## config.mk

```make
export PLATFORM = sky130hd
export DESIGN_NAME = tmr_timers
export DESIGN_NICKNAME = d
export VERILOG_FILES = /design/src/rtl/tmr_pkg.sv /design/src/rtl/tmr_timers.sv
export VERILOG_INCLUDE_DIRS = /design/src /design/src/rtl
export SDC_FILE = /design/constraint.sdc
export NUM_CORES = 1
export LEC_CHECK = 0
export BUFFER_PORTS_ARGS = -buffer_cell sky130_fd_sc_hd__buf_2
export CAP_MARGIN = 15
export CORE_ASPECT_RATIO = 0.9
export CORE_MARGIN = 8
export CORE_UTILIZATION = 32
export DETAILED_ROUTE_END_ITERATION = 10
export PLACE_DENSITY = 0.5
export SLEW_MARGIN = 5
export SYNTH_ARGS = -nofsm -noshare
export SYNTH_HDL_FRONTEND = slang
export SYNTH_SLANG_ARGS = --single-unit
```

## constraint.sdc

```tcl
create_clock -name core_clk -period 8.25 [get_ports core_clk]
set_input_delay 1.65 -clock core_clk [delete_from_list [all_inputs] [get_ports core_clk]]
set_output_delay 1.65 -clock core_clk [all_outputs]
set_load 0.05 [all_outputs]
```

## src/rtl/tmr_params.svh

```systemverilog
`ifndef TMR_PARAMS_SVH
`define TMR_PARAMS_SVH
// Register addresses on the special function register port.
`define TMR_ADDR_CTL 8'h88
`define TMR_ADDR_MODE 8'h89
`define TMR_ADDR_T0L 8'h8A
`define TMR_ADDR_T1L 8'h8B
`define TMR_ADDR_T0H 8'h8C
`define TMR_ADDR_T1H 8'h8D
`define TMR_ADDR_CKDIV 8'h8E
`define TMR_ADDR_T2CTL 8'hC8
`define TMR_ADDR_CAPL 8'hCA
`define TMR_ADDR_CAPH 8'hCB
`define TMR_ADDR_T2L 8'hCC
`define TMR_ADDR_T2H 8'hCD
// Reset values.
`define TMR_RST_BYTE 8'h00
`define TMR_RST_CKDIV 3'h0
// Field positions.
`define TMR_CKDIV_LSB 3
`define TMR_CKDIV_MSB 5
`define TMR_MODE_SPLIT 2'h3
`define TMR_MODE_13 2'h0
`define TMR_MODE_RELOAD8 2'h2
// Pin index in the synchroniser vector.
`define TMR_PIN_T0 0
`define TMR_PIN_T1 1
`define TMR_PIN_T2 2
`define TMR_PIN_TIMER2_EXT_TRIGGER_PIN 3
`define TMR_PIN_EXT_IRQ0_PIN 4
`define TMR_PIN_EXT_IRQ1_PIN 5
`define TMR_PIN_N 6
// Prescaler: one tick every twelve system clocks.
`define TMR_DIV12_LAST 4'hB
`endif

```

## src/rtl/tmr_pkg.sv

```systemverilog
package tmr_pkg;
    // Timer 2 operating mode, Gray coded along off, capture, reload, baud.
    typedef enum logic [1:0] {
        TMR_T2_OFF = 2'h0,
        TMR_T2_CAPTURE = 2'h1,
        TMR_T2_RELOAD = 2'h3,
        TMR_T2_BAUD = 2'h2
    } tmr_t2_mode_e;
    typedef logic [7:0] tmr_byte_t;
endpackage : tmr_pkg

```

## src/rtl/tmr_timers.sv

```systemverilog
`timescale 1ns/1ps
`include "tmr_params.svh"
// Notes on behaviour
// RULE_01: Overflow sets flag; software or vectoring clears.
// RULE_02: Run bit enables or disables timer.
// RULE_03: Edge flag sticky; level flag mirrors inverted pin.
// RULE_04: Type bit: level low or falling edge.
// RULE_05: Gate bit adds pin-high condition to run.
// RULE_06: Source bit: prescaled tick or pin falls.
// RULE_07: Mode field: 13, 16, 8-reload, split/off.
// RULE_08: Timers 0/1 hold 16 bits, byte access.
// RULE_09: Timer 2 is 16 bits, byte access.
// RULE_10: Timer 2 source: divided clock or pin.
// RULE_11: Timer 2 overflow triggers converter start.
// RULE_12: Timer 2 mode decoded from control bits.
// RULE_13: Trigger fall captures count, sets external flag.
// RULE_14: Captures only while external enable set.
// RULE_15: Capture-mode rollover sets Timer 2 overflow flag.
// RULE_16: Software sets capture, run, enable bits.
// RULE_17: 13-bit mode uses high byte, low five.
// RULE_18: 8-bit mode reloads low from high.
// RULE_19: Split high byte: system tick, Timer 1 flags.
// RULE_20: Divide bit: clock over twelve or undivided.
// RULE_21: Pins sampled; one event per falling edge.
module tmr_timers (
    input wire logic core_clk,
    input wire logic arst_n,
    input wire tmr_pkg::tmr_byte_t sfr_addr,
    input wire logic sfr_wr,
    input wire tmr_pkg::tmr_byte_t sfr_wdata,
    output tmr_pkg::tmr_byte_t sfr_rdata,
    input wire logic timer0_count_pin,
    input wire logic timer1_count_pin,
    input wire logic timer2_count_pin,
    input wire logic timer2_ext_trigger_pin,
    input wire logic ext_irq0_pin,
    input wire logic ext_irq1_pin,
    input wire logic vec_timer0_ack,
    input wire logic vec_timer1_ack,
    input wire logic vec_ext0_ack,
    input wire logic vec_ext1_ack,
    output logic irq_timer0,
    output logic irq_timer1,
    output logic irq_ext0,
    output logic irq_ext1,
    output logic irq_timer2,
    output logic adc_conv_start
);
    import tmr_pkg::*;

    // ------------------------------------------------------------
    // Reset release and pin synchronisers
    // ------------------------------------------------------------
    logic [1:0] rst_sync_reg;
    logic rst_n;
    logic [`TMR_PIN_N-1:0] pin_s1_reg, pin_s2_reg, pin_s3_reg, pin_lvl_reg;
    logic [`TMR_PIN_N-1:0] pin_raw, pin_agree, pin_lvl_next, pin_fall;

    always_ff @(posedge core_clk or negedge arst_n)
        if (!arst_n)
            rst_sync_reg <= 2'h0;
        else
            rst_sync_reg <= {rst_sync_reg[0], 1'b1};
    assign rst_n = rst_sync_reg[1];

    assign pin_raw = {ext_irq1_pin, ext_irq0_pin, timer2_ext_trigger_pin,
                      timer2_count_pin, timer1_count_pin, timer0_count_pin};
    // A level counts only once two later stages agree, so a glitch caught by one stage is dropped.
    assign pin_agree = ~(pin_s2_reg ^ pin_s3_reg);
    assign pin_lvl_next = (pin_agree & pin_s2_reg) | (~pin_agree & pin_lvl_reg);
    assign pin_fall = pin_lvl_reg & ~pin_lvl_next; // RULE_21

    always_ff @(posedge core_clk or negedge rst_n)
        if (!rst_n)
        begin
            pin_s1_reg <= '1;
            pin_s2_reg <= '1;
            pin_s3_reg <= '1;
            pin_lvl_reg <= '1;
        end
        else
        begin
            pin_s1_reg <= pin_raw;
            pin_s2_reg <= pin_s1_reg;
            pin_s3_reg <= pin_s2_reg;
            pin_lvl_reg <= pin_lvl_next;
        end

    // ------------------------------------------------------------
    // Register write decode and prescaler
    // ------------------------------------------------------------
    tmr_byte_t timer_control_status_reg, timer_mode_select_reg, timer2_control_reg;
    tmr_byte_t tl0_reg, th0_reg, tl1_reg, th1_reg, tl2_reg, th2_reg, cap_lo_reg, cap_hi_reg;
    logic [2:0] ckdiv_reg;
    logic [3:0] div_reg;
    logic tick12, tick0, tick1, tick2;
    logic wr_ctl, wr_mode, wr_t0l, wr_t0h, wr_t1l, wr_t1h, wr_ckdiv;
    logic wr_t2ctl, wr_capl, wr_caph, wr_t2l, wr_t2h;

    assign wr_ctl = sfr_wr && sfr_addr == `TMR_ADDR_CTL;
    assign wr_mode = sfr_wr && sfr_addr == `TMR_ADDR_MODE;
    assign wr_t0l = sfr_wr && sfr_addr == `TMR_ADDR_T0L;
    assign wr_t0h = sfr_wr && sfr_addr == `TMR_ADDR_T0H;
    assign wr_t1l = sfr_wr && sfr_addr == `TMR_ADDR_T1L;
    assign wr_t1h = sfr_wr && sfr_addr == `TMR_ADDR_T1H;
    assign wr_ckdiv = sfr_wr && sfr_addr == `TMR_ADDR_CKDIV;
    assign wr_t2ctl = sfr_wr && sfr_addr == `TMR_ADDR_T2CTL;
    assign wr_capl = sfr_wr && sfr_addr == `TMR_ADDR_CAPL;
    assign wr_caph = sfr_wr && sfr_addr == `TMR_ADDR_CAPH;
    assign wr_t2l = sfr_wr && sfr_addr == `TMR_ADDR_T2L;
    assign wr_t2h = sfr_wr && sfr_addr == `TMR_ADDR_T2H;

    assign tick12 = div_reg == `TMR_DIV12_LAST;
    assign tick0 = ckdiv_reg[0] | tick12; // RULE_20
    assign tick1 = ckdiv_reg[1] | tick12; // RULE_20
    assign tick2 = ckdiv_reg[2] | tick12; // RULE_20

    // ------------------------------------------------------------
    // Timers 0 and 1
    // ------------------------------------------------------------
    // Returns {overflow, high, low} for one step of modes 0 to 3.
    function automatic logic [16:0] tmr_step(input logic [1:0] mode, input tmr_byte_t hi,
                                             input tmr_byte_t lo, input logic inc);
        logic [13:0] c13;
        logic [16:0] c16;
        logic [8:0] c8;
        begin
            c13 = {1'b0, hi, lo[4:0]} + 14'h1;
            c16 = {1'b0, hi, lo} + 17'h1;
            c8 = {1'b0, lo} + 9'h1;
            if (!inc)
                tmr_step = {1'b0, hi, lo};
            else
                case (mode)
                    2'h0: tmr_step = {c13[13], c13[12:5], lo[7:5], c13[4:0]}; // RULE_17
                    2'h1: tmr_step = c16;
                    2'h2: tmr_step = {c8[8], hi, c8[8] ? hi : c8[7:0]}; // RULE_18
                    default: tmr_step = {c8[8], hi, c8[7:0]};
                endcase
        end
    endfunction : tmr_step

    logic tf1, tr1, tf0, tr0, ie1, it1, ie0, it0;
    logic [1:0] t0_mode, t1_mode;
    logic t0_split, run0, run1, inc0, inc1, th0_inc, tf0_set, tf1_set;
    logic [16:0] step0, step1;
    logic [8:0] th0_sum;

    assign {tf1, tr1, tf0, tr0, ie1, it1, ie0, it0} = timer_control_status_reg;
    assign t0_mode = timer_mode_select_reg[1:0]; // RULE_07
    assign t1_mode = timer_mode_select_reg[5:4]; // RULE_07
    assign t0_split = t0_mode == `TMR_MODE_SPLIT;
    assign run0 = tr0 && (!timer_mode_select_reg[3] || pin_lvl_reg[`TMR_PIN_EXT_IRQ0_PIN]); // RULE_02 RULE_05
    assign run1 = tr1 && (!timer_mode_select_reg[7] || pin_lvl_reg[`TMR_PIN_EXT_IRQ1_PIN]); // RULE_02 RULE_05
    assign inc0 = run0 && (timer_mode_select_reg[2] ? pin_fall[`TMR_PIN_T0] : tick0); // RULE_06
    // Timer 1 is idle in its own split mode and loses its pin while Timer 0 is split.
    assign inc1 = run1 && t1_mode != `TMR_MODE_SPLIT && // RULE_07
                  ((timer_mode_select_reg[6] && !t0_split) ? pin_fall[`TMR_PIN_T1] : tick1); // RULE_06
    assign step0 = tmr_step(t0_mode, th0_reg, tl0_reg, inc0);
    assign step1 = tmr_step(t1_mode, th1_reg, tl1_reg, inc1);
    assign th0_inc = t0_split && tr1 && tick0; // RULE_19
    assign th0_sum = {1'b0, th0_reg} + 9'h1;
    assign tf0_set = step0[16]; // RULE_01
    assign tf1_set = t0_split ? (th0_inc && th0_sum[8]) : step1[16]; // RULE_19

    // ------------------------------------------------------------
    // Control register with flags; a hardware set beats any clear
    // ------------------------------------------------------------
    logic ie0_next, ie1_next;
    tmr_byte_t ctl_wv, ctl_next;

    assign ctl_wv = wr_ctl ? sfr_wdata : timer_control_status_reg;
    assign ie0_next = it0 ? ((ctl_wv[1] && !vec_ext0_ack) || pin_fall[`TMR_PIN_EXT_IRQ0_PIN]) // RULE_03 RULE_04
                          : !pin_lvl_next[`TMR_PIN_EXT_IRQ0_PIN]; // RULE_03
    assign ie1_next = it1 ? ((ctl_wv[3] && !vec_ext1_ack) || pin_fall[`TMR_PIN_EXT_IRQ1_PIN]) // RULE_03 RULE_04
                          : !pin_lvl_next[`TMR_PIN_EXT_IRQ1_PIN]; // RULE_03
    assign ctl_next = {(ctl_wv[7] && !vec_timer1_ack) || tf1_set, ctl_wv[6], // RULE_01
                       (ctl_wv[5] && !vec_timer0_ack) || tf0_set, ctl_wv[4], // RULE_01
                       ie1_next, ctl_wv[2], ie0_next, ctl_wv[0]};

    // ------------------------------------------------------------
    // Timer 2
    // ------------------------------------------------------------
    tmr_t2_mode_e t2_mode;
    logic tr2, timer2_ext_enable, inc2, t2_ovf, t2_reload, ext_evt, cap_evt, tf2_set;
    logic [15:0] cnt2, cnt2_hw;
    tmr_byte_t t2ctl_wv, t2ctl_next;

    assign tr2 = timer2_control_reg[2];
    assign timer2_ext_enable = timer2_control_reg[3];
    assign t2_mode = !tr2 ? TMR_T2_OFF : // RULE_12
                     (timer2_control_reg[5] || timer2_control_reg[4]) ? TMR_T2_BAUD : // RULE_12
                     timer2_control_reg[0] ? TMR_T2_CAPTURE : TMR_T2_RELOAD; // RULE_12
    assign cnt2 = {th2_reg, tl2_reg}; // RULE_09
    // The baud timebase is not modelled; baud mode counts like auto-reload without setting the overflow flag.
    assign inc2 = tr2 && (timer2_control_reg[1] ? pin_fall[`TMR_PIN_T2] : tick2); // RULE_10
    assign t2_ovf = inc2 && cnt2 == 16'hFFFF;
    assign t2_reload = t2_mode == TMR_T2_RELOAD || t2_mode == TMR_T2_BAUD;
    assign ext_evt = pin_fall[`TMR_PIN_TIMER2_EXT_TRIGGER_PIN] && timer2_ext_enable && t2_mode != TMR_T2_OFF; // RULE_14
    assign cap_evt = ext_evt && t2_mode == TMR_T2_CAPTURE; // RULE_13
    assign tf2_set = t2_ovf && (t2_mode == TMR_T2_CAPTURE || t2_mode == TMR_T2_RELOAD); // RULE_15
    assign cnt2_hw = ((ext_evt || t2_ovf) && t2_reload) ? {cap_hi_reg, cap_lo_reg} :
                     inc2 ? cnt2 + 16'h1 : cnt2;
    assign t2ctl_wv = wr_t2ctl ? sfr_wdata : timer2_control_reg;
    assign t2ctl_next = {t2ctl_wv[7] || tf2_set, t2ctl_wv[6] || ext_evt, t2ctl_wv[5:0]}; // RULE_13 RULE_15

    // ------------------------------------------------------------
    // Register state
    // ------------------------------------------------------------
    always_ff @(posedge core_clk or negedge rst_n)
        if (!rst_n)
        begin
            div_reg <= 4'h0;
            ckdiv_reg <= `TMR_RST_CKDIV;
            timer_control_status_reg <= `TMR_RST_BYTE;
            timer_mode_select_reg <= `TMR_RST_BYTE;
            timer2_control_reg <= `TMR_RST_BYTE;
            tl0_reg <= `TMR_RST_BYTE;
            th0_reg <= `TMR_RST_BYTE;
            tl1_reg <= `TMR_RST_BYTE;
            th1_reg <= `TMR_RST_BYTE;
            tl2_reg <= `TMR_RST_BYTE;
            th2_reg <= `TMR_RST_BYTE;
            cap_lo_reg <= `TMR_RST_BYTE;
            cap_hi_reg <= `TMR_RST_BYTE;
            adc_conv_start <= 1'b0;
            irq_timer2 <= 1'b0;
        end
        else
        begin
            div_reg <= tick12 ? 4'h0 : div_reg + 4'h1;
            ckdiv_reg <= wr_ckdiv ? sfr_wdata[`TMR_CKDIV_MSB:`TMR_CKDIV_LSB] : ckdiv_reg;
            timer_control_status_reg <= ctl_next;
            timer_mode_select_reg <= wr_mode ? sfr_wdata : timer_mode_select_reg;
            timer2_control_reg <= t2ctl_next;
            tl0_reg <= wr_t0l ? sfr_wdata : step0[7:0]; // RULE_08
            th0_reg <= wr_t0h ? sfr_wdata : th0_inc ? th0_sum[7:0] : step0[15:8]; // RULE_08 RULE_19
            tl1_reg <= wr_t1l ? sfr_wdata : step1[7:0]; // RULE_08
            th1_reg <= wr_t1h ? sfr_wdata : step1[15:8]; // RULE_08
            tl2_reg <= wr_t2l ? sfr_wdata : cnt2_hw[7:0]; // RULE_09
            th2_reg <= wr_t2h ? sfr_wdata : cnt2_hw[15:8]; // RULE_09
            cap_lo_reg <= wr_capl ? sfr_wdata : cap_evt ? tl2_reg : cap_lo_reg; // RULE_13
            cap_hi_reg <= wr_caph ? sfr_wdata : cap_evt ? th2_reg : cap_hi_reg; // RULE_13
            adc_conv_start <= t2_ovf; // RULE_11
            irq_timer2 <= t2ctl_next[7] | t2ctl_next[6]; // RULE_13 RULE_15
        end

    // ------------------------------------------------------------
    // Read port and interrupt lines
    // ------------------------------------------------------------
    tmr_byte_t rd_mux;

    assign rd_mux = sfr_addr == `TMR_ADDR_CTL ? timer_control_status_reg :
                    sfr_addr == `TMR_ADDR_MODE ? timer_mode_select_reg :
                    sfr_addr == `TMR_ADDR_T0L ? tl0_reg :
                    sfr_addr == `TMR_ADDR_T1L ? tl1_reg :
                    sfr_addr == `TMR_ADDR_T0H ? th0_reg :
                    sfr_addr == `TMR_ADDR_T1H ? th1_reg :
                    sfr_addr == `TMR_ADDR_CKDIV ? {2'h0, ckdiv_reg, 3'h0} :
                    sfr_addr == `TMR_ADDR_T2CTL ? timer2_control_reg :
                    sfr_addr == `TMR_ADDR_CAPL ? cap_lo_reg :
                    sfr_addr == `TMR_ADDR_CAPH ? cap_hi_reg :
                    sfr_addr == `TMR_ADDR_T2L ? tl2_reg :
                    sfr_addr == `TMR_ADDR_T2H ? th2_reg : 8'h00;

    always_ff @(posedge core_clk or negedge rst_n)
        if (!rst_n)
            sfr_rdata <= 8'h00;
        else
            sfr_rdata <= rd_mux;

    // Timer 0, Timer 1 and external interrupt lines are the flag flip-flops themselves; enables live in the core.
    assign irq_timer0 = tf0;
    assign irq_timer1 = tf1;
    assign irq_ext0 = ie0;
    assign irq_ext1 = ie1;
endmodule : tmr_timers

```

* Yosys cells after proc, flatten, opt, wreduce, memory -nomap -nowiden
Cells that the tools add are included.
Storage, ports and cells: register bits after elaboration 131, bits of input ports 29, output and inout bits 14, word-level logic and storage cells 186
Operators by class: $add $sub $neg 9, equality and inequality tests 27, mux-type cells 43, bitwise logic cells 12, reductions and logical operators 70
Operators with widths (number):
- 8-bit 2-to-1 mux | 27
- 17-bit one-hot mux with 3 select lines | 2
- 8-bit == test (second input constant) | 12
- 16-bit by 1-bit adder with 17-bit output (second input constant) | 2
- 17-bit 2-to-1 mux | 2
- 1-bit logical AND | 32
- 16-bit 2-to-1 mux | 2
- 13-bit by 1-bit adder with 14-bit output (second input constant) | 2
- 8-bit by 1-bit adder with 9-bit output (second input constant) | 3
- 6-bit AND | 3
- 6-bit NOT | 3
- 16-bit by 1-bit adder with 16-bit output (second input constant) | 1
- 16-bit == test (second input constant) | 1
- 1-bit logical OR | 12
- 2-bit nonzero test | 6
- 3-bit nonzero test | 4
- 2-bit == test (second input constant) | 5
- 1-bit logical NOT | 9
- 2-bit inequality test (second input constant) | 4
- 2-bit by 1-bit == test with 1-bit output (second input constant) | 3
- 1-bit 2-to-1 mux | 6
- 2-bit 2-to-1 mux | 3
- 6-bit OR | 1
- 3-bit AND reduction | 2
- other kinds (9) | 14

* Longest topological paths before layout
Gate-level depths: netlist of run 1.
depth after elaboration 14, gate-level depth with buffers 10, depth with buffers taken out 7

* Least setup slack after synthesis of run 1
OpenSTA, ideal clock, no wires.
path type input port to flip-flop, from input port sfr_addr[4], to register timer_control_status_reg[7], setup time 0.131 ns, arrival time 3.058 ns, data required time 8.119 ns, slack 5.061 ns, cell stages on the path 6, buffers on the path 0, cell sequence and4bb_2 nand3_1 nor2_2 mux2i_1 nor2_1 or3_1
On the way: cells in the longest elaborated chain, start to end 5
RTL lines:
- from (decl) | RTL line tmr_timers.sv:28 | input wire tmr_pkg::tmr_byte_t sfr_addr,
- 8-bit == test (no source line)
- 1-bit logical AND (no source line)
- 8-bit 2-to-1 mux | RTL line tmr_timers.sv:172 | assign ctl_wv = wr_ctl ? sfr_wdata : timer_control_status_reg;
- 1-bit logical AND | RTL line tmr_timers.sv:177 | assign ctl_next = {(ctl_wv[7] && !vec_timer1_ack) || tf1_set, ctl_wv[6],
- 1-bit logical OR | RTL line tmr_timers.sv:177
- net ctl_next[7] | RTL line tmr_timers.sv:170 | tmr_byte_t ctl_wv, ctl_next;
- to (signal assigned) | RTL line tmr_timers.sv:215 | timer_control_status_reg <= `TMR_RST_BYTE;
- to (signal assigned) | RTL line tmr_timers.sv:233 | timer_control_status_reg <= ctl_next;
- to (decl) | RTL line tmr_timers.sv:92 | tmr_byte_t timer_control_status_reg, timer_mode_select_reg, timer2_control_reg;
The timed path passes the listed nets, and every way through them passes these cells. A chain may end at the register's enable or synchronous reset.

* Final worst setup path of run 1
from input port sfr_addr[0], to register cap_lo_reg[4]
On the way: cells in the longest elaborated chain, start to end 3, elaborated cells on any way between the ends 4, classes of those cells eq/ne: 1; mux: 1; reduce/logical: 2
RTL lines:
- 8-bit == test (no source line) (*)
- 1-bit logical AND (no source line) (*)
- 8-bit 2-to-1 mux or 2-bit nonzero test (tied branches)
- to (signal assigned) | RTL line tmr_timers.sv:224 | cap_lo_reg <= `TMR_RST_BYTE;
- to (signal assigned) | RTL line tmr_timers.sv:242 | cap_lo_reg <= wr_capl ? sfr_wdata : cap_evt ? tl2_reg : cap_lo_reg;
- to (decl) | RTL line tmr_timers.sv:93 | tmr_byte_t tl0_reg, th0_reg, tl1_reg, th1_reg, tl2_reg, th2_reg, cap_lo_reg, cap_hi_reg;
Every way passes the cells marked *; elsewhere a longest branch is shown, timed or not.

==> out/metrics.yaml, run 1 <==
grt:
  overflow: 0
  track_usage_pct: 17.2
  grt_first_pass_wirelength_mm: 38.8
  grt_max_degree: 73
  antenna_found_initial: 0
  grt_pass1_vias: 6254
pwr:
  ir_drop_mv: 0.115
  leakage_nw: 3.59
  p_per_area_nw_per_um2: 223
sta:
  fin_ws_ns: 4.36
  rsz0062_at_grt: "no"
  final_hold_viol_count: 0
  fmax_ghz: 0.257
  slew_headroom_pct: 29.5
  drv_slew: 0
  setup_viol: 0
  tightestPinTransition_ns: 1.05
  finClkSkew_ns: 0.00901
  fin_crit_sh_pct: 47.1
  finalCriticalPeriod_ns: 3.89
  fin_setup_tns_ns: 0
setup_path:
  critPathMaxFanout: 34
  cp.required_ns: 8.54
  start_kind: "input port"
  worst_path_largest_cell_delay_ns: 0.60
  crit_family: "simple AND/OR/NAND/NOR gates"
  endpoint_kind: "register"
  crit_chain: "buf_2 -> inv_1 -> nand2_1 -> nor3_1 -> nand2_1 -> nor2_1 -> a21oi_1"
  slowest_stage: "inv_1"
  timing.critical_path.buf_inv: 2
  worst-setup-path-type: "in -> reg"
  cpMostUsedCell: "nand2_1"
  arrival_ns: 4.18
place:
  pre_cts_slack_ns: 4.00
  dp_hpwl_mm: 17.4
  portBuffers: 42
  dp_cells: 1124
  gp_congestion: 0.850
floorplan:
  row_count: 54
  die_h_um: 164
  pin_count: 43
  start_util_pct: 32.3
  core_um2: 24000
  dieArea_um2: 29400
  die_x_um: 180
layout:
  n_fill_cell: 2416
  diodes: 0
  nNetsFinal: 869
  drive_gt1_share_pct: 18.2
  final_cells: 1156
  syn_to_final_growth_pct: 12.7
cts:
  clock_sinks: 131
  htree_levels: 4
  clkLatencyLatePin_ns: 0.43
  postCtsHoldBufs: 0
  cts_buffer_depth: 2
  cts_setup_buffers: 0
  root_buffer: "clkbuf_16"
  clk_pin_slew_ns: 0.06
  numCtsBuffers: 17
  cts_resized: 0
  cts_tree: "done"
synth:
  synth-adder-area-share_pct: 1.58
  syn_nets: 860
  synthArstFlopShare_pct: 100
  netlist_instances: 826
  synth_top_family_by_area: "simple AND/OR/NAND/NOR gates"
  yosysSeqAreaShare_pct: 42.8
  ys_warn_count: 0
  syn_area_per_cell_um2: 9.37
  synth-simple-area-share_pct: 19.9
  synth-xor-area-share_pct: 3.85
  ys.flop_type: "dfrtp_1"
  synth_compound_area_share_pct: 18.0
  netlist-cell-type-count: 82
  post_synth_instance_area_um2: 7740
  synth.mux.area_fraction_pct: 9.88
  ys_ff_latch: 131
  synth_edf_count: 0
flow_run:
  cap_violations: 0
route:
  drt-initial-drc-count: 694
  drtAntennaViolNets: 0
  dr_total_vias: 6537
  drt_wl_total_mm: 25.1
  viasPerCell: 5.65
  drt_pass1_iterations: 8
  wl_per_cell_um: 21.7
  drcViolationCount: 0
status:
  outcome: "finished clean"
min_path:
  hold_class: "reg -> reg"
[report_power, final]
group	internal, mW	leakage (nW)	total [mW]	switching, mW
sequential	0.705	1.46	0.815	0.110
combinational	0.136	1.83	0.320	0.184
clock	0.501	0.300	0.807	0.306
[cell type report]
cell class,count,area (um2),area share (%)
clock inverter,11,150,1.72
clock buffer,21,470,5.40
tap,308,385,4.42
multi-input combinational,626,4120,47.3
timing repair buffer,44,225,2.58
inverter,15,56.3,0.646
sequential,131,3310,38.0
[through the flow]
step / total power, mW / area (um2) / util [%] / hold slack [ns]
after CTS: 1.95 / 8720 / 36.4 / 0.353
after detailed placement: 1.14 / 8100 / 33.8 / 0.338
after global routing: 2.03 / 8720 / 36.4 / 0.354
after global placement: 1.14 / 8100 / 33.8 / 0.334
after floorplan: 1.03 / 7740 / - / 0.331
final: 1.94 / 8720 / 36.4 / 0.350
[placed cells by master (no fill, tap or decap), types with 4 or more instances in the layout]
cell         n
a211oi_1     5
a21oi_1     62
a222oi_1     5
a22oi_1     11
a31oi_1      8
and3_1      16
and4_1       4
buf_2       42
clkbuf_16   17
dfrtp_1    106
dfstp_2     24
ha_1         5
inv_1       15
maj3_1       6
mux2_2      19
mux2i_1     46
mux4_2       4
nand2_1     81
nand2b_1     8
nand3_1     25
nand4_1      6
nor2_1      84
nor3_1      20
nor3_2       4
nor4_1       5
o211ai_1     4
o21ai_0     40
o21ai_1     16
o221a_2      4
o22a_1       4
o22ai_1     15
o31ai_1      4
or3_1        6
xnor2_1     17
xor2_1      17
[metal layers]
layer | GRT usage (%) | wire length (um) | vias up
met5 | 0 | 0 | -
met4 | 5.56 | 504 | 0
met3 | 3.74 | 1340 | 37
met2 | 26.6 | 11400 | 226
met1 | 23.5 | 11800 | 3251
li1 | - | - | 3023
[cell usage after synthesis (5+ instances only)]
library cell | number | share of area (%)
nor2_1 | 84 | 4.1
nand3_1 | 25 | 1.6
a21oi_1 | 62 | 4.0
xnor2_1 | 17 | 1.9
dfstp_2 | 24 | 8.2
or3_1 | 6 | 0.49
o22ai_1 | 15 | 1.2
and3_1 | 16 | 1.3
mux2i_1 | 46 | 6.0
xor2_1 | 17 | 1.9
a222oi_1 | 5 | 0.65
nor3_1 | 20 | 1.3
nor4_1 | 5 | 0.40
maj3_1 | 6 | 0.78
clkbuf_1 | 30 | 1.5
nand4_1 | 6 | 0.49
buf_2 | 14 | 0.91
nand2b_1 | 8 | 0.65
a211oi_1 | 5 | 0.49
o21ai_0 | 40 | 2.6
dfrtp_1 | 107 | 35
buf_1 | 5 | 0.24
ha_1 | 5 | 0.81
inv_1 | 15 | 0.73
a31oi_1 | 8 | 0.65
a22oi_1 | 11 | 1.1
mux2_2 | 19 | 2.8
nand2_1 | 81 | 3.9
o21ai_1 | 16 | 1.0
[final timing paths]
path                                            from                   endpoint  slack, ns  depth (start not counted)
max in group asynchronous  rst_sync_reg[1]$_DFF_PN0_     tl2_reg[0]$_DFFE_PN0P_       6.43                          1
min in group asynchronous  rst_sync_reg[1]$_DFF_PN0_     tl0_reg[4]$_DFFE_PN0P_       0.48                          0
setup / recovery                         sfr_addr[0]  cap_lo_reg[4]$_DFFE_PN0P_       4.36                          7
setup reg to reg                div_reg[0]$_DFF_PN0_     tl2_reg[1]$_DFFE_PN0P_       5.63                          7
hold reg to reg            rst_sync_reg[0]$_DFF_PN0_  rst_sync_reg[1]$_DFF_PN0_       0.35                          0
hold / removal             rst_sync_reg[0]$_DFF_PN0_  rst_sync_reg[1]$_DFF_PN0_       0.35                          0
[logic make-up (layout without fill, tap and decap cells)]
group | count (synthesis) | after routing
DFF | 131 | 131
and+or+nand+nor | 297 | 297
buffers and inverters | 69 | 91
muxes | 69 | 69
other | 1 | 1
adders and majority gates | 11 | 11
xor gates and xnor gates | 34 | 34
AOI/OAI and AO/OA | 214 | 214
Note: power is estimated with default switching activity, not from simulation.
==> run 2, diff against run 1 <==
ABC_AREA = 1   (was default)
PLACE_DENSITY = 0.52   (was 0.5)
clock period = 3.5 ns   (was 8.25 ns; I/O delays follow)
==> run 2 against run 1 <==
  * Synthesized area up 7.3%
  * Total power up 130%
  * Die area increased by 6.6%
  * Sequential share of layout area is 3.0 points lower
==> out/metrics.yaml, run 2 <==
floorplan:
  die_x_um: 186
  core_um2: 25800
  start_util_pct: 32.2
  dieArea_um2: 31400
  row_count: 56
  die_h_um: 169
  pin_count: 43
synth:
  ys_warn_count: 0
  synth_edf_count: 0
  synth_commonest_cells: "354 x nand2_1, 132 x inv_1, 127 x nand3_1"
  netlist.area_leader.share_pct: 32.3
  yosysSeqAreaShare_pct: 39.9
  synthArstFlopShare_pct: 100
  ys_ff_latch: 131
  syn_area_per_cell_um2: 7.14
  synth.most_common_cell: "nand2_1"
  syn_nets: 1196
  post_synth_instance_area_um2: 8300
  yosysTopAreaCell: "dfrtp_1"
  netlist_instances: 1162
  synthTopCellsByArea: "dfrtp_1 32%, nand2_1 16%, nand3_1 7.7%"
  ys.flop_type: "dfrtp_1"
  netlist-cell-type-count: 44
route:
  drtAntennaViolNets: 0
  drcViolationCount: 0
  drt-initial-drc-count: 958
  drt_wl_total_mm: 28.9
  wl_per_cell_um: 18.4
  drt_pass1_iterations: 5
  dr_total_vias: 8101
  viasPerCell: 5.18
cts:
  postCtsHoldBufs: 0
  cts_setup_buffers: 0
  clkLatencyLatePin_ns: 0.42
  root_buffer: "clkbuf_16"
  htree_levels: 4
  cts_tree: "done"
  clk_pin_slew_ns: 0.06
  cts_resized: 0
  cts_buffer_depth: 2
  clock_sinks: 131
  numCtsBuffers: 17
grt:
  antenna_found_initial: 0
  grt_first_pass_wirelength_mm: 45.0
  track_usage_pct: 18.8
  overflow: 0
  grt_pass1_vias: 7611
  grt_max_degree: 130
setup_path:
  critPathMaxFanout: 14
  cp.required_ns: 3.86
  endpoint_kind: "register"
  start_kind: "register"
  rrSetupSlack_ns: 1.02
  r2r_cells: 12
  worst-setup-path-type: "reg -> reg"
  worstReg2RegStart: "div_reg[0]$_DFF_PN0_"
  cp-startpoint: "div_reg[0]$_DFF_PN0_"
  arrival_ns: 2.84
layout:
  diodes: 0
  drive_gt1_share_pct: 13.1
  nNetsFinal: 1238
  final_common_cell: "nand2_1"
  n_fill_cell: 2769
  syn_to_final_growth_pct: 13.9
  final_area_um2: 9450
  fin_util_pct: 36.7
  layout_common_cells: "354 x nand2_1, 132 x inv_1, 127 x nand3_1"
sta:
  whs_ns: 0.0513
  fmax_ghz: 0.403
  finClkSkew_ns: 0.0107
  fin_crit_sh_pct: 70.9
  slew_headroom_pct: 51.7
  rsz0062_at_grt: "no"
  finalCriticalPeriod_ns: 2.48
  tightestPinTransition_ns: 0.725
  fin_setup_tns_ns: 0
  final_hold_viol_count: 0
  setup_viol: 0
  drv_slew: 0
flow_run:
  cap_violations: 0
pwr:
  switching_share_pct: 33.0
  p_per_area_nw_per_um2: 472
  p_switching_mw: 1.47
  total_power_mw: 4.46
  seqPwrFrac_pct: 43.5
  ir_drop_mv: 0.273
  clkPwrFrac_pct: 40.2
  internal_power_mw: 2.99
  leakage_nw: 4.38
  p_comb_share_pct: 16.3
place:
  portBuffers: 42
  dpl-instance-area_um2: 8870
  dp_hpwl_mm: 21.2
  gp_congestion: 0.905
status:
  outcome: "finished clean"
min_path:
  hold_class: "in -> async"
run 2: changes by cell type after synthesis, sizes merged, moves of 16 or more:
cell,change
a21oi,-47
and3,-16
clkbuf,-22
inv,+134
mux2,-19
mux2i,-46
nand2,+281
nand3,+103
nand4,+17
o211ai,+18
o21ai,+55
run 2: worst paths after layout:
path	endpoint
max in group asynchronous	th0_reg[0]$_DFFE_PN0P_
worst min register to register	rst_sync_reg[1]$_DFF_PN0_
worst max-delay path	tl2_reg[4]$_DFFE_PN0P_
min in group core_clk	rst_sync_reg[1]$_DFF_PN0_
worst max register to register	tl2_reg[4]$_DFFE_PN0P_
worst min-delay path	rst_sync_reg[1]$_DFF_PN0_
run 2: cell families after synthesis:
logic type | Yosys count | synth area share (%)
compound gates | 187 | 13.2
simple gates | 636 | 34.9
fa+ha+maj | 10 | 1.36
flops | 131 | 39.9
xor+xnor | 22 | 2.32
buf+inv | 175 | 8.32
other cells | 1 | 0.0452
run 2: through the flow:
step	cells	worst slack, ns
2_1_floorplan	1162	1.34
3_3_place_gp	1533	0.812
3_5_place_dp	1533	0.799
4_1_cts	1565	0.970
5_1_grt	1565	0.715
6_report	1565	1.02
run 2: layer usage:
metal | share of wire (%) | global-route usage, % | wire length [um] | up-vias
met1 | 48 | 27.3 | 13700 | 3830
met4 | 2.9 | 6.45 | 836 | 0
met5 | 0 | 0 | 0 | -
li1 | - | - | - | 3922
met2 | 43 | 27.6 | 12600 | 298
met3 | 6.0 | 3.06 | 1730 | 51
run 2: layout make-up:
cell class	count	area [um2]	area share (%)
inverter	151	567	6.00
clock buffer	20	447	4.72
timing repair buffer	47	260	2.75
tap	348	435	4.61
sequential	131	3310	35.0
clock inverter	12	133	1.40
multi-input combinational	856	4300	45.5
run 2: worst max-delay path, stage by stage (launching register included):
cell	delay, ns
dfrtp_1	0.36
ha_1	0.19
nand3_1	0.19
nand2_1	0.13
nand3_2	0.19
inv_2	0.19
nand2_2	0.08
a21oi_2	0.56
buf_4	0.26
nand2_1	0.05
o21ai_0	0.07
nand2_1	0.07
nand3_1	0.06
run 2: power by group through the flow:
stage | sequential (mW) | combinational [mW] | clock [mW]
floorplan | 1.86 | 0.537 | 0
global placement | 1.96 | 0.715 | 0
detailed placement | 1.96 | 0.719 | 0
CTS | 1.93 | 0.726 | 1.83
global route | 1.96 | 0.825 | 1.91
finish | 1.94 | 0.726 | 1.79
==> run 3, diff against run 2 <==
ABC_AREA = 0   (was 1)
clock period = 2.1 ns   (was 3.5 ns; I/O delays follow)
==> run 3 against run 2 <==
  * Combinational power rose by 130%
  * Clock skew fell by 0.00098 ns
  * Final cell count fell by 18%
  * Hold slack improved by 0.033 ns
  * Clock power rose by 63%
  * Critical path depth fell by 5
  * Sequential cell count did not move
  * Routed wire length fell by 9.3%
  * Worst setup slack got worse by 0.95 ns
  * Die area fell by 6.2%
  * Maximum frequency rose by 22%
  * Register-to-register slack got worse by 0.95 ns
  * Critical path type unchanged
  * Largest cell class unchanged
  * Highest routed layer unchanged
==> out/metrics.yaml, run 3 (synthesis results as in run 1) <==
route:
  drt_wl_total_mm: 26.2
  wl_met2_mm: 12.6
  drt-initial-drc-count: 659
  viasPerCell: 5.45
  dr_total_vias: 6966
  top_layer: "met4"
  dr_wl_met3_mm: 1.07
  wl_per_cell_um: 20.5
  drcViolationCount: 0
  routedLengthMet1_mm: 12.0
  drtAntennaViolNets: 0
  drt_pass1_iterations: 5
layout:
  diodes: 0
  final_area_um2: 9830
  drive_gt1_share_pct: 30.4
  fin_util_pct: 41.0
  nNetsFinal: 991
  final_common_cell: "buf_4"
  syn_to_final_growth_pct: 27.1
  n_fill_cell: 2355
  layout_common_cells: "111 x buf_4, 106 x dfrtp_1, 84 x nor2_1"
setup_path:
  timing.critical_path.buf_inv: 1
  cp.required_ns: 2.40
  worst-setup-path-type: "reg -> reg"
  critPathMaxFanout: 5
  worst_path_largest_cell_delay_ns: 0.38
  crit_chain: "ha_2 -> and3b_2 -> o221a_4 -> nand2b_4 -> buf_4 -> and3_1 -> o32a_1"
  r2r_cells: 7
  rrSetupSlack_ns: 0.07
  r2r_end: "th2_reg[0]$_DFFE_PN0P_"
  worstReg2RegStart: "div_reg[1]$_DFF_PN0_"
  arrival_ns: 2.34
  endpoint_kind: "register"
  start_kind: "register"
  crit_family: "compound AO/OA/AOI/OAI gates"
  slowest_stage: "dfrtp_1"
  cp-startpoint: "div_reg[1]$_DFF_PN0_"
floorplan:
  dieArea_um2: 29400
  start_util_pct: 32.3
  die_h_um: 164
  core_um2: 24000
  die_x_um: 180
  pin_count: 43
  row_count: 54
flow_run:
  cap_violations: 0
grt:
  track_usage_pct: 18.0
  grt_first_pass_wirelength_mm: 41.0
  antenna_found_initial: 0
  overflow: 0
  grt_max_degree: 40
  grt_pass1_vias: 6858
sta:
  slew_headroom_pct: 64.3
  finalCriticalPeriod_ns: 2.03
  fin_crit_sh_pct: 96.8
  drv_slew: 0
  finClkSkew_ns: 0.00976
  fin_ws_ns: 0.0675
  final_hold_viol_count: 0
  whs_ns: 0.0842
  fmax_ghz: 0.492
  rsz0062_at_grt: "yes"
  tightestPinTransition_ns: 0.521
  setup_viol: 0
cts:
  htree_levels: 4
  numCtsBuffers: 17
  clk_pin_slew_ns: 0.06
  root_buffer: "clkbuf_16"
  clkLatencyLatePin_ns: 0.43
  clock_sinks: 131
  cts_tree: "done"
  cts_buffer_depth: 2
place:
  gp_congestion: 0.874
  dp_hpwl_mm: 18.8
  dpl-instance-area_um2: 9060
  pre_cts_slack_ns: -0.105
  portBuffers: 42
pwr:
  seqPwrFrac_pct: 40.3
  p_per_area_nw_per_um2: 777
  internal_power_mw: 5.17
  p_comb_share_pct: 21.7
  ir_drop_mv: 0.448
  switching_share_pct: 32.3
  clkPwrFrac_pct: 38.1
  leakage_nw: 4.21
  p_switching_mw: 2.47
min_path:
  min_from: "timer2_ext_trigger_pin"
  min_path_cells: 1
  hold_path_end: "pin_s1_reg[3]$_DFF_PN1_"
  hold_class: "in -> reg"
status:
  outcome: "finished clean"
run 3: cell count changes in the layout (fill, tap and decap cells not counted), moves of 46 or more:
| cell | delta |
|---|---|
| a21oi_1 | +47 |
| buf_4 | +107 |
| mux2i_1 | +46 |
| nand3_1 | -103 |
| o21ai_0 | -65 |
| inv_1 | -117 |
| nand2_1 | -273 |
run 3: how the worst max path moves through the flow:
stage	to	slack, ns	depth (start not counted)
after CTS	tl2_reg[6]$_DFFE_PN0P_	0.009	8
after global routing	th0_reg[6]$_DFFE_PN0P_	-0.04	7
after detailed placement	sfr_rdata[0]$_DFF_PN0_	-0.10	8
final	th2_reg[0]$_DFFE_PN0P_	0.07	7
after floorplan	tl2_reg[2]$_DFFE_PN0P_	0.07	10
after global placement	sfr_rdata[4]$_DFF_PN0_	-0.04	8
run 3: cell type report:
cell class	instances	area, um2	share of cell area (%)
Clock buffer	18	439	4.47
Clock inverter	14	131	1.34
Multi-Input combinational cell	626	4260	43.3
Timing Repair Buffer	166	1250	12.7
Inverter	15	56.3	0.573
Tap cell	308	385	3.92
Sequential cell	131	3310	33.7
run 3: worst register-to-register path, stage by stage (launching register included):
cell	delay (ns)
dfrtp_1	0.38
ha_2	0.19
and3b_2	0.26
o221a_4	0.32
nand2b_4	0.17
buf_4	0.14
and3_1	0.16
o32a_1	0.29
run 3: power groups by stage:
stage | logic (mW) | registers [mW] | clock network (mW)
final | 1.66 | 3.08 | 2.91
after global placement | 1.59 | 3.10 | 0
after CTS | 1.61 | 3.07 | 2.97
after detailed placement | 1.60 | 3.11 | 0
after global routing | 1.83 | 3.11 | 3.06
after floorplan | 0.975 | 3.08 | 0
run 3: layer usage:
layer	GRT usage, %	vias to the layer above
met4	5.41	0
li1	-	3283
met1	23.6	3464
met5	0	-
met3	3.18	33
met2	30.1	186
run 3: through the flow:
| step | TNS [ns] | cells | power (mW) |
|---|---|---|---|
| CTS | 0 | 1274 | 7.65 |
| finish | 0 | 1278 | 7.64 |
| global route | -0.0918 | 1278 | 8.00 |
| floorplan | 0 | 826 | 4.05 |
| global placement | -0.0888 | 1240 | 4.70 |
| detailed placement | -0.798 | 1240 | 4.71 |
run 3: timing repair:
| action | CTS | global route |
|---|---|---|
| hold endpoints to repair | 2 | 0 |
| gates resized for setup | 7 | 26 |
| setup buffers | 1 | 5 |
| endpoints found under the setup margin | 19 | 38 |
| hold buffers | 1 | 0 |
| pin swaps | 0 | 14 |
